--- config.mk ---
export PLATFORM = sky130hd
export DESIGN_NAME = frs_flash_read_status
export DESIGN_NICKNAME = d
export VERILOG_FILES = /design/src/logic/frs_flash_read_status.v
export VERILOG_INCLUDE_DIRS = /design/src /design/src/logic
export SDC_FILE = /design/constraint.sdc
export NUM_CORES = 1
export LEC_CHECK = 0
export ABC_CLOCK_PERIOD_IN_PS = 6100
export BUFFER_PORTS_ARGS = -buffer_cell sky130_fd_sc_hd__buf_2
export CORE_ASPECT_RATIO = 1.1
export CORE_MARGIN = 2
export CORE_UTILIZATION = 60
export CTS_BUF_LIST = sky130_fd_sc_hd__clkbuf_8 sky130_fd_sc_hd__clkbuf_16
export DETAILED_ROUTE_END_ITERATION = 10
export GPL_TIMING_DRIVEN = 0
export HOLD_SLACK_MARGIN = 0.15
export PLACE_DENSITY = 0.9
export RECOVER_POWER = 100
export SETUP_SLACK_MARGIN = 0.5
export SLEW_MARGIN = 30
export SYNTH_ARGS = -nofsm -noshare
export SYNTH_HDL_FRONTEND = slang
export SYNTH_SLANG_ARGS = --single-unit
--- constraint.sdc ---
create_clock -name aclk -period 6.1 [get_ports aclk]
set_input_delay 0.61 -clock aclk [delete_from_list [all_inputs] [get_ports aclk]]
set_output_delay 0.61 -clock aclk [all_outputs]
set_load 0.01 [all_outputs]
--- src/logic/frs_regs.vh ---
// Purpose: constants for the flash read and status logic
// Assumes: 25 MHz aclk, AXI4-Lite register access
// Notes: byte addresses of the software-visible words
`ifndef FRS_REGS_VH
`define FRS_REGS_VH
`define FRS_ADDR_CTRL 8'h00
`define FRS_ADDR_CMD 8'h04
`define FRS_ADDR_BUS 8'h08
`define FRS_ADDR_RDATA 8'h0C
`define FRS_ADDR_STAT 8'h10
`define FRS_ADDR_PROT 8'h14
`define FRS_ADDR_FAIL 8'h18
`define FRS_CMD_PROG 3'h1
`define FRS_CMD_SERASE 3'h2
`define FRS_CMD_BERASE 3'h3
`define FRS_CMD_ID 3'h4
`define FRS_CMD_RESET 3'h5
`define FRS_CMD_DONE 3'h6
`define FRS_CMD_FAIL 3'h7
`define FRS_BIT_POLL 7
`define FRS_BIT_TOGGLE 6
`define FRS_BIT_ERROR 5
`define FRS_BIT_WINDOW 3
`define FRS_ID_OFS 2'h1
`define FRS_PROT_OFS 2'h2
`define FRS_WIN_NS 120000
`define FRS_PROT_NS 100000
`define FRS_CLK_NS 40
`define FRS_RESP_OKAY 2'h0
`define FRS_RESP_SLVERR 2'h2
`define FRS_ERASED 8'hFF
`endif

--- src/logic/frs_flash_read_status.v ---
// Purpose: read path and status word of a two-array flash
// Assumes: array data and sequencer events come in through registers
// Notes: software emulates the parallel host bus through the BUS word
// Operation
// reset or reset command gives read-array mode
// plain reads return stored array data
// identifier mode read returns fixed identifier
// protection read returns one or zero
// protection bits readable as a register
// busy reads return status, no side effect
// poll 7, toggle 6, error 5, window 3
// host raises sector select when reading status; here every port read counts as selected
// program polling bit is inverted data bit
// polling valid after fourth or sixth write
// erase polling reads zero, then one
// program into protected sector is ignored
// all-protected erase: zero for about 100 us
// toggle inverts each selected read while busy
// done: toggle stops, data returns
// toggle valid after fourth or sixth write
// host sees done on two equal reads
// all-protected erase toggles about 100 us
// error zero when good, one on failure
// error on zero-to-one program or timeout
// error clears only on reset command
// window flag zero 120 us after sector erase
// host opens each command with unlock writes; the bench folds them into the command word
// reset command needed after id or error
// idle, non-identifier reads return array data
`include "frs_regs.vh"
module frs_flash_read_status (
	input wire aclk,
	input wire aresetn,

	// register bus, AXI4-Lite slave
	input wire [7:0] s_axi_awaddr,
	input wire s_axi_awvalid,
	output wire s_axi_awready,
	input wire [31:0] s_axi_wdata,
	input wire [3:0] s_axi_wstrb,
	input wire s_axi_wvalid,
	output wire s_axi_wready,
	output wire [1:0] s_axi_bresp,
	output wire s_axi_bvalid,
	input wire s_axi_bready,

	input wire [7:0] s_axi_araddr,
	input wire s_axi_arvalid,
	output wire s_axi_arready,
	output wire [31:0] s_axi_rdata,
	output wire [1:0] s_axi_rresp,
	output wire s_axi_rvalid,
	input wire s_axi_rready,

	// view of the emulated host port
	output wire [7:0] flash_data_out,
	output wire busy
);
	// counts fixed at build time; the window already carries its margin
	localparam integer WIN_CYC = (`FRS_WIN_NS / `FRS_CLK_NS);
	localparam integer PROT_CYC = (`FRS_PROT_NS / `FRS_CLK_NS);
	// arbitrary value, not any real part's code
	localparam [7:0] ID_CODE = 8'h5A;

	// hold is kept apart from the state so a reset command can cut it
	localparam [1:0] ST_READ = 2'h0;
	localparam [1:0] ST_ID = 2'h1;
	localparam [1:0] ST_PROG = 2'h2;
	localparam [1:0] ST_ERASE = 2'h3;

	// write channel
	reg awready_q;
	reg wready_q;
	reg bvalid_q;
	reg [1:0] bresp_q;
	reg [7:0] awaddr_q;
	reg aw_have_q;
	reg w_have_q;
	// read channel, kept apart so a read never waits on a write
	reg arready_q;
	reg rvalid_q;
	reg [1:0] rresp_q;
	reg [31:0] rdata_q;
	reg [31:0] wdata_q;
	reg [1:0] state_q;
	reg [7:0] mem_data_q;
	reg [7:0] main_prot_q;
	reg [3:0] sec_prot_q;
	reg [7:0] prog_byte_q;
	// status word sources
	reg toggle_q;
	reg error_q;
	reg window_q;
	reg prot_hold_q;
	// sized for the fixed window; a longer window needs more bits
	reg [12:0] win_cnt_q;
	reg [11:0] prot_cnt_q;
	reg [7:0] out_q;
	reg busy_q;
	reg [7:0] fail_q;

	assign s_axi_awready = awready_q;
	assign s_axi_wready = wready_q;
	assign s_axi_bvalid = bvalid_q;
	assign s_axi_bresp = bresp_q;
	assign s_axi_arready = arready_q;
	assign s_axi_rvalid = rvalid_q;
	assign s_axi_rresp = rresp_q;
	assign s_axi_rdata = rdata_q;
	assign flash_data_out = out_q;
	assign busy = busy_q;

	// selected sector protected? bus word: [10:8] main sector, [9:8] secondary sector, [12] secondary
	function prot_of;
		input [31:0] w;
		input [7:0] mp;
		input [3:0] sp;
		begin
			if (w[12])
				prot_of = sp[w[9:8]];
			else
				prot_of = mp[w[10:8]];
		end
	endfunction

	// bits 4, 2, 1 and 0 read zero; hosts must not rely on them
	function [7:0] status_word;
		input poll;
		input tog;
		input err;
		input win;
		begin
			status_word = 8'h00;
			status_word[`FRS_BIT_POLL] = poll;
			status_word[`FRS_BIT_TOGGLE] = tog;
			status_word[`FRS_BIT_ERROR] = err;
			status_word[`FRS_BIT_WINDOW] = win;
		end
	endfunction

	// a write completes once address and data are both held
	wire do_write = aw_have_q & w_have_q & ~bvalid_q;
	wire is_bus = do_write && awaddr_q == `FRS_ADDR_BUS;
	wire [2:0] cmd = wdata_q[2:0];
	wire is_cmd = do_write && awaddr_q == `FRS_ADDR_CMD;
	wire tgt_prot = prot_of(wdata_q, main_prot_q, sec_prot_q);
	// no select pins reach this block; every port read counts as selected
	wire any_sel = 1'b1;
	wire op_busy = (state_q == ST_PROG) | (state_q == ST_ERASE);

	// bus read of the emulated parallel port: bit 12 secondary, [1:0] offset
	reg [7:0] port_d;
	always @* begin
		port_d = mem_data_q;
		if (op_busy | prot_hold_q) begin
			// status layout
			port_d = status_word(
				(state_q == ST_PROG) ? ~prog_byte_q[`FRS_BIT_POLL] : 1'b0,
				toggle_q, error_q, window_q);
		end else if (state_q == ST_ID) begin
			// identifier byte
			if (wdata_q[1:0] == `FRS_ID_OFS)
				port_d = ID_CODE;
			// protection byte
			else if (wdata_q[1:0] == `FRS_PROT_OFS)
				port_d = {7'h00, prot_of(wdata_q, main_prot_q, sec_prot_q)};
		end
	end

	always @(posedge aclk) begin
		if (!aresetn) begin
			awready_q <= 1'b1;
			wready_q <= 1'b1;
			bvalid_q <= 1'b0;
			bresp_q <= `FRS_RESP_OKAY;
			awaddr_q <= 8'h00;
			aw_have_q <= 1'b0;
			w_have_q <= 1'b0;
			wdata_q <= 32'h00000000;

			// power-up read-array mode
			state_q <= ST_READ;
			mem_data_q <= `FRS_ERASED;
			main_prot_q <= 8'h00;
			sec_prot_q <= 4'h0;
			prog_byte_q <= 8'h00;
			error_q <= 1'b0;
			window_q <= 1'b1;
			prot_hold_q <= 1'b0;
			win_cnt_q <= 13'h0000;
			prot_cnt_q <= 12'h000;
			fail_q <= 8'h00;
		end else begin
			// address and data are taken in either order
			if (s_axi_awvalid & awready_q) begin
				awaddr_q <= s_axi_awaddr;
				aw_have_q <= 1'b1;
				awready_q <= 1'b0;
			end
			if (s_axi_wvalid & wready_q) begin
				wdata_q <= s_axi_wdata;
				w_have_q <= 1'b1;
				wready_q <= 1'b0;
			end
			// both channels reopen only once the response is taken
			if (bvalid_q & s_axi_bready) begin
				bvalid_q <= 1'b0;
				awready_q <= 1'b1;
				wready_q <= 1'b1;
			end

			// erase window countdown
			if (win_cnt_q != 13'h0000) begin
				win_cnt_q <= win_cnt_q - 13'h0001;
				// window expires
				if (win_cnt_q == 13'h0001)
					window_q <= 1'b1;
			end

			// protected-erase hold countdown
			if (prot_cnt_q != 12'h000) begin
				prot_cnt_q <= prot_cnt_q - 12'h001;
				// all-protected hold ends
				if (prot_cnt_q == 12'h001)
					prot_hold_q <= 1'b0;
			end

			// one write at a time; the pending response holds off the next
			if (do_write) begin
				aw_have_q <= 1'b0;
				w_have_q <= 1'b0;
				bvalid_q <= 1'b1;
				bresp_q <= `FRS_RESP_OKAY;
				case (awaddr_q)
				`FRS_ADDR_CTRL: mem_data_q <= wdata_q[7:0];
				`FRS_ADDR_PROT: begin
					// protection register
					main_prot_q <= wdata_q[7:0];
					sec_prot_q <= wdata_q[11:8];
				end
				`FRS_ADDR_FAIL: fail_q <= wdata_q[7:0];
				`FRS_ADDR_CMD: ;
				`FRS_ADDR_BUS: ;
				default: bresp_q <= `FRS_RESP_SLVERR;
				endcase
			end

			// commands act in the cycle of the write that carries them
			if (is_cmd) begin
				case (cmd)
				`FRS_CMD_PROG: begin
					// protected target ignored
					// polling valid from fourth write
					if (!tgt_prot && state_q == ST_READ) begin
						state_q <= ST_PROG;
						prog_byte_q <= wdata_q[23:16];
						// zero-to-one attempt fails
						if ((wdata_q[23:16] & ~mem_data_q) != 8'h00)
							error_q <= 1'b1;
					end
				end

				`FRS_CMD_SERASE: begin
					// window restarts
					window_q <= 1'b0;
					win_cnt_q <= WIN_CYC[12:0];
					if (tgt_prot) begin
						// all protected, brief toggle
						prot_hold_q <= 1'b1;
						prot_cnt_q <= PROT_CYC[11:0];
					end else
						// toggle valid from sixth write
						state_q <= ST_ERASE;
				end

				`FRS_CMD_BERASE: begin
					if (tgt_prot) begin
						prot_hold_q <= 1'b1;
						prot_cnt_q <= PROT_CYC[11:0];
					end else
						state_q <= ST_ERASE;
				end

				`FRS_CMD_ID: if (!op_busy) state_q <= ST_ID;

				`FRS_CMD_RESET: begin
					// reset command returns to read array
					// error cleared here and by aresetn
					// leaves identifier mode
					state_q <= ST_READ;
					error_q <= 1'b0;
					prot_hold_q <= 1'b0;
					prot_cnt_q <= 12'h000;
				end

				`FRS_CMD_DONE: begin
					// operation ends, data returns
					// stored value becomes true data
					// erased value after erase
					if (state_q == ST_PROG)
						mem_data_q <= mem_data_q & prog_byte_q;
					else if (state_q == ST_ERASE)
						mem_data_q <= `FRS_ERASED;
					if (op_busy)
						state_q <= ST_READ;
				end

				`FRS_CMD_FAIL: begin
					// failure raises error
					if (op_busy)
						error_q <= 1'b1;
				end
				default: ;
				endcase
			end
		end
	end

	// port reads: toggle flips per selected read, busy one cycle late
	always @(posedge aclk) begin
		if (!aresetn) begin
			toggle_q <= 1'b0;
			out_q <= 8'h00;
			busy_q <= 1'b0;
		end else begin
			// busy lags the state by one cycle
			busy_q <= op_busy | prot_hold_q;
			if (is_bus) begin
				// busy read only flips toggle
				// toggle on selected read
				if ((op_busy | prot_hold_q) & any_sel)
					toggle_q <= ~toggle_q;
				out_q <= port_d;
			end
		end
	end

	// read channel, independent of the write side
	always @(posedge aclk) begin
		if (!aresetn) begin
			arready_q <= 1'b1;
			rvalid_q <= 1'b0;
			rresp_q <= `FRS_RESP_OKAY;
			rdata_q <= 32'h00000000;
		end else begin
			if (s_axi_arvalid & arready_q) begin
				arready_q <= 1'b0;
				rvalid_q <= 1'b1;
				rresp_q <= `FRS_RESP_OKAY;
				case (s_axi_araddr)
				`FRS_ADDR_CTRL: rdata_q <= {24'h000000, mem_data_q};
				`FRS_ADDR_CMD: rdata_q <= 32'h00000000;
				`FRS_ADDR_BUS: rdata_q <= wdata_q;
				// last port read value
				// array data when idle
				`FRS_ADDR_RDATA: rdata_q <= {24'h000000, out_q};
				`FRS_ADDR_STAT: rdata_q <= {24'h000000, prot_hold_q,
					op_busy, 4'h0, state_q};
				`FRS_ADDR_PROT: rdata_q <= {20'h00000, sec_prot_q,
					main_prot_q};
				`FRS_ADDR_FAIL: rdata_q <= {24'h000000, fail_q};
				default: begin
					rdata_q <= 32'h00000000;
					rresp_q <= `FRS_RESP_SLVERR;
				end
				endcase
			end
			// arready returns only after the data is taken
			if (rvalid_q & s_axi_rready) begin
				rvalid_q <= 1'b0;
				arready_q <= 1'b1;
			end
		end
	end
endmodule // frs_flash_read_status

After elaboration in Yosys (flattened, before gate mapping) --
Cells that the tools add are included.
Storage, ports and cells: flip-flop bits (word level) 159
Cells by class: $add $sub $neg 2, order comparisons 2, equal/unequal tests 30, multiplexer cells 46, bitwise gates (word level) 16, reductions and logical operators 25
Operator list (count):
- $pmux W32 S6 | 1
- $mux W8 | 10
- $eq A8 B5 Y1 const B | 5
- $mux W13 | 3
- $mux W12 | 3
- $eq A8 B4 Y1 const B | 3
- $pmux W12 S2 | 1
- $mux W1 | 17
- $and A8 B8 Y8 | 2
- $eq A8 B3 Y1 const B | 2
- $logic_not A8 Y1 | 2
- $eq A13 B1 Y1 const B | 1
- $reduce_bool A13 Y1 | 1
- $sub A13 B1 Y13 const B | 1
- $eq A12 B1 Y1 const B | 1
- $eq A3 B3 Y1 const B | 4
- $mux W2 | 6
- $ne A2 B2 Y1 const B | 6
- $reduce_bool A12 Y1 | 1
- $sub A12 B1 Y12 const B | 1
- $pmux W2 S5 | 1
- $not A8 Y8 | 1
- $reduce_bool A8 Y1 | 1
- $reduce_or A2 Y1 | 4
- 25 further kinds | 43

Logic depth before layout (Yosys ltp) --
Gate-level depths: netlist (run 1).
depth in word-level cells 7, mapped depth 7, gate-level depth less buffers 7

Worst setup path after synthesis (run 1) --
No wires, ideal clock.
path type input -> register, start point input s_axi_araddr[0], end point register rdata_q[1] (netlist: s_axi_rdata[1]), library setup time 95 ps, data arrival time 2149 ps, data required time 6005 ps, setup slack 3855 ps, stages on the path 6, cell sequence or4_1 buf_2 nor3_4 nor3b_2 a22oi_1 a221oi_1
On the way: longest elaborated chain between the ends 2
Ends and longest elaborated chain:
- start, declared | RTL line frs_flash_read_status.v:47 | input wire [7:0] s_axi_araddr,
- $eq A8 B5 Y1 (tied with other cells) | RTL line frs_flash_read_status.v:350 | case (s_axi_araddr)
- $pmux W32 S6 (*) | RTL line frs_flash_read_status.v:350
- end signal, assigned | RTL line frs_flash_read_status.v:351 | `FRS_ADDR_CTRL: rdata_q <= {24'h000000, mem_data_q};
- end signal, assigned | RTL line frs_flash_read_status.v:353 | `FRS_ADDR_BUS: rdata_q <= wdata_q;
- end signal, assigned | RTL line frs_flash_read_status.v:356 | `FRS_ADDR_RDATA: rdata_q <= {24'h000000, out_q};
- end, declared | RTL line frs_flash_read_status.v:83 | reg [31:0] rdata_q;
Every way passes the cells marked *; elsewhere a longest branch is shown, timed or not. A chain may end at the register's enable or synchronous reset.

Worst setup path after layout (run 1) --
start point input s_axi_araddr[0], end point register rdata_q[25] (netlist: s_axi_rdata[25])
The elaborated chain is that of the path after synthesis.

==> flow_summary.ini, run 1 <==
[synthesis]
synth-seq-cells = 157
synth.yosys.seq_area_share = 0.4477
synthTopCellsByArea = dfxtp_1, nand2_1, a21oi_1, mux2i_1, nor2_1
synth_edf_count = 0
synth_top_area_share = 0.4477
synth_warnings = 0
synth_cell_types = 75
syn_avg_cell_area_um2 = 8.388
synth.cell_area_um2 = 7020
synthFlopType = dfxtp_1
synth_area_leader_cell = dfxtp_1
syn-instance-count = 837
async_reset_ff_frac = 0

[setup_path]
path_class = primary input to register
required_ps = 6450
cp-start-kind = primary input
crit_path_end_kind = register
arrival_ps = 4150
path_max_fanout = 10

[grt]
overflow = 0
grt_pass1_vias = 6409
antenna_found_initial = 0
grt_usage = 0.3105
grt_start_max_net_pins = 17
grt_first_pass_wirelength_mm = 31.02

[cells_and_area]
antennaDiodeCount = 0
nNetsFinal = 1022
drive_gt1_frac = 0.1072
syn2layout_area_growth_pct = 16.08

[timing]
finClkSkew_ps = 8.377
finalHoldViolations = 0
setup_viol = 0
maxSlewHeadroom = -0.6403
fin_tns_setup_ps = 0
rsz0062_at_grt = false
max_clock_freq_ghz = 0.2632
fin_crit_ps = 3800
worst_pin_slew_ps = 2426
drv_slew = 12
fin_crit_sh = 0.6229

[clocking]
root_buffer = clkbuf_16
cts_tree = done
cts_max_level = 4
post_cts_resize_count = 0
cts_buffers = 17
clkLatencyLatePin_ps = 430
cts_setup_buffers = 0
cts.path.max_buffers = 2
ctsHoldBuffers = 0
path_clk_slew_ps = 60
cts.sinks = 157

[power_and_ir_drop]
ir_worst_vdd_uv = 213.4
p_seq_frac = 0.433
switchingPower_uw = 872.1
clkPwrFrac = 0.362
comb_power_share = 0.205
p_int_mw = 1.898
leakagePower_nw = 3.192
power.total_mw = 2.770
switching_share = 0.3148
powerDensity_nw_per_um2 = 340.0

[drt]
drt_pass1_iterations = 5
routedWlPerCell_um = 17.49
vias = 6807
wl_mm = 19.59
final_antenna_net_count = 0
via_per_inst = 6.078
drt-initial-drc-count = 519
drc = 0

[status]
outcome = finished, violations left
violations = max-capacitance violations, max-slew violations

[die]
fp.coreArea_um2 = 11440
die_h_um = 117.5
dieArea_um2 = 12580
ioPinCount = 109
initial_core_util = 0.6137
die_w_um = 107.1
fp-row-count = 41

[placed_design]
io_buffers = 100
gp_congestion = 0.9355
hpwlAfterDp_mm = 13.73

[min_path]
hp-class = primary input to register

[run]
max_cap_viol_count = 2
==> worst max-delay path, stage by stage <==
cell	delay, ps
buf_2	90
or4_1	510
clkbuf_1	190
nor4b_1	1910
clkbuf_1	530
nand3_1	150
a21oi_1	160
==> metrics by stage <==
step | hold WS (ps) | setup slack, ps | util | cells | cell area, um^2
after floorplan | 432.1 | 3855 | - | 838 | 7024
after global placement | 439.9 | 3346 | 0.6742 | 1088 | 7712
after detailed placement | 441.6 | 3336 | 0.6742 | 1088 | 7712
after CTS | 390.0 | 3755 | 0.7228 | 1120 | 8269
after global routing | 413.2 | 2278 | 0.7123 | 1120 | 8149
final | 393.0 | 2300 | 0.7123 | 1120 | 8149
==> flip-flops by register name, indices dropped and copies added, names as in the netlist, 8 cells and up <==
| signal | flops |
|---|---|
| s_axi_rdata | 32 |
| wdata_q | 32 |
| win_cnt_q | 13 |
| prot_cnt_q | 12 |
| awaddr_q | 8 |
| fail_q | 8 |
| flash_data_out | 8 |
| main_prot_q | 8 |
| mem_data_q | 8 |
| prog_byte_q | 8 |
==> synthesized netlist by cell type (all sizes together) (8+ instances only) <==
master    n
xor2     11
o21ai    22
o21a      9
dfxtp   157
a21oi    91
nand2b   11
a22oi     8
nor2b     8
o22ai    10
nor2     83
buf      17
or4       9
nor3     12
inv      14
nand3    41
nand2   139
mux2i    35
a31oi    11
clkbuf   39
==> power by group through the flow <==
stage / Combinational [mW] / Clock [mW] / Sequential (mW)
after floorplan: 0.433 / 0 / 1.20
after global placement: 0.535 / 0 / 1.21
after detailed placement: 0.553 / 0 / 1.22
after CTS: 0.565 / 1.00 / 1.20
after global routing: 0.640 / 1.05 / 1.21
final: 0.568 / 1.00 / 1.20
==> cell families after synthesis <==
family                   share of synthesized area
XOR/XNOR                                   0.01871
buffers and inverters                      0.03992
AO/OA/AOI/OAI                               0.1800
adder cells (fa/ha/maj)                    0.01069
other                                    0.0005342
flip-flops                                  0.4477
multiplexers                               0.06113
AND/OR/NAND/NOR                             0.2413
==> worst paths after layout <==
| path | endpoint | cells after the start | from | slack, ps |
|---|---|---|---|---|
| max | s_axi_rdata[25] | 7 | s_axi_araddr[0] | 2300 |
| max reg2reg | prog_byte_q[6] | 6 | awaddr_q[2] | 2800 |
| min reg2reg | s_axi_rdata[13] | 2 | s_axi_rdata[13] | 450 |
| min | s_axi_wready | 2 | s_axi_wvalid | 390 |
==> layer usage <==
metal	GRT usage	share of wire
met1	0.3765	0.40
met2	0.5170	0.47
met3	0.07198	0.090
met4	0.1445	0.040
met5	0	0
==> layout by cell type (no fill, tap or decap), types with 15 or more instances in the layout <==
cell       count
dfxtp_1      157
nand3_1       41
nor2_1        82
clkbuf_16     17
a21oi_1       91
clkbuf_1      96
buf_2         54
o21ai_0       21
mux2i_1       35
nand2_1      139
inv_1         15
==> final cells by class <==
type | instances | area, um^2
fillers | 878 | 3291
multi-input cells | 611 | 3548
flip-flops and latches | 157 | 3143
plain buffers | 56 | 221.5
clock inverters | 13 | 103.9
well taps | 150 | 187.7
inverters | 14 | 52.55
repair buffers | 100 | 439.2
clock buffers | 19 | 452.9
(Power assumes the default switching activity.)
==> run 2: changes to the inputs <==
- ABC_CLOCK_PERIOD_IN_PS: 6100 -> 3210
- CORE_UTILIZATION: 60 -> 51
- PLACE_DENSITY: 0.9 -> 0.82
- clock period: 6.1 -> 3.21 ns (I/O delays scaled with it)
==> run 2 against run 1 <==
  * Combinational power is 94% higher
  * Cell area up 4.9%
  * Via count rose by 0.31%
  * Die area is 17% higher
  * Critical path type is now register to register
  * Cell count grew 6.0%
  * Routed wire length increased by 0.51%
  * The run now ends clean
==> flow_summary.ini, run 2 (synthesized netlist as in run 1, its figures left out) <==
[status]
outcome = completed

[die]
ioPinCount = 109
fp-row-count = 44
fp.coreArea_um2 = 13320
die_w_um = 115.9
dieArea_um2 = 14720
die_h_um = 127.1
initial_core_util = 0.5270

[timing]
worst_pin_slew_ps = 1343
drv_slew = 0
fin_tns_setup_ps = 0
finClkSkew_ps = 8.936
setup_ws_ps = 503.3
maxSlewHeadroom = 0.1025
fin_crit_sh = 0.8432
rsz0062_at_grt = false
finalHoldViolations = 0
max_clock_freq_ghz = 0.3695
fin_crit_ps = 2707
setup_viol = 0

[clocking]
clkLatencyLatePin_ps = 430
ctsHoldBuffers = 33
cts_tree = done
cts_max_level = 4
path_clk_slew_ps = 70
root_buffer = clkbuf_16
cts.path.max_buffers = 2
cts.sinks = 157
post_cts_resize_count = 0
cts_buffers = 17
cts_setup_buffers = 0

[cells_and_area]
fillerInstances = 1183
design_area_um2 = 8548
final_cell_mix = dfxtp_1, nand2_1, clkbuf_1
drive_gt1_frac = 0.1017
nNetsFinal = 1055
antennaDiodeCount = 0
layout_commonest_cell = dfxtp_1
syn2layout_area_growth_pct = 21.76

[power_and_ir_drop]
power.total_mw = 5.336
ir_worst_vdd_uv = 330.6
leakagePower_nw = 3.336
powerDensity_nw_per_um2 = 624.2

[min_path]
hp-class = primary input to register
worstHoldPathCells = 3
holdPathEnd = awaddr_q[1]
worstHoldStart = s_axi_awaddr[1]

[grt]
grt_pass1_vias = 6422
grt_usage = 0.2730
antenna_found_initial = 0
grt_start_max_net_pins = 17
grt_first_pass_wirelength_mm = 31.46
overflow = 0

[setup_path]
crit_path_end_kind = register
cp-start-kind = register
path_max_fanout = 8
regToRegSetupSlack_ps = 500
reg2reg_to = prog_byte_q[1]
reg2regPathDepth = 6
required_ps = 3500
reg2reg_from = wdata_q[8]
arrival_ps = 3000
path_class = register to register

[placed_design]
hpwlAfterDp_mm = 13.65
dpl_cell_area_um2 = 7755
dp_worst_setup_slack_ps = 710.8
io_buffers = 100
gp_congestion = 0.9066

[drt]
drc = 0
wl_mm = 19.69
via_per_inst = 5.752
final_antenna_net_count = 0
vias = 6828
drt-initial-drc-count = 601
drt_pass1_iterations = 5
routedWlPerCell_um = 16.59

[run]
max_cap_viol_count = 0
-- run 2: cell types whose count changed in the layout (fill, tap and decap cells not counted), sizes merged --
cell	change
buf	-3
inv	-5
clkbuf	+1
dlygate4sd3	+33
clkinv	+5
bufinv	+2
-- run 2: worst max-delay path by stage --
stage	from	end	slack (ps)
2_1_floorplan	awaddr_q[0]	mem_data_q[0]	1170
3_3_place_gp	s_axi_araddr[0]	s_axi_rdata[18]	760
3_5_place_dp	s_axi_araddr[0]	s_axi_rdata[27]	710
4_1_cts	awaddr_q[2]	win_cnt_q[1]	870
5_1_grt	awaddr_q[2]	prog_byte_q[1]	350
6_report	wdata_q[8]	prog_byte_q[1]	500
-- run 2: final cells by class --
cell class                      instances  area (um^2)  area share
Inverter                               14        52.55    0.006148
Buffer                                 56        220.2     0.02576
Multi-Input combinational cell        611         3562      0.4167
Tap cell                              184        230.2     0.02693
Timing Repair Buffer                  133        768.2     0.08987
Clock inverter                         15        146.4     0.01713
Sequential cell                       157         3143      0.3677
Clock buffer                           17        425.4     0.04977
-- run 2: routing by layer --
layer / part of all wire / up-vias / global-route usage / wire length [um]
met5: 0 / - / 0 / 0
met4: 0.040 / 0 / 0.1471 / 787
met3: 0.076 / 62 / 0.05977 / 1506
met2: 0.46 / 341 / 0.4355 / 9136
met1: 0.42 / 3164 / 0.3438 / 8262
li1: - / 3261 / - / -
-- run 2: where the power goes --
part | internal [mW] | switching [mW]
sequential | 2.11 | 0.169
combinational | 0.474 | 0.624
clock | 1.14 | 0.817
-- run 2: worst max-delay path, cell delays in order, from the launching register on --
cell       delay [ps]
dfxtp_1           310
clkbuf_1          350
mux4_2            640
a211oi_2          270
o2111ai_1         570
mux2i_1           350
nor2_1             70
-- run 2: through the flow --
step / hold slack (ps) / cells / util
6_report: 165.4 / 1187 / 0.6416
5_1_grt: 166.5 / 1187 / 0.6416
4_1_cts: 150.1 / 1187 / 0.6498
3_5_place_dp: 443.8 / 1122 / 0.5821
3_3_place_gp: 440.7 / 1122 / 0.5821
2_1_floorplan: 421.4 / 838 / -
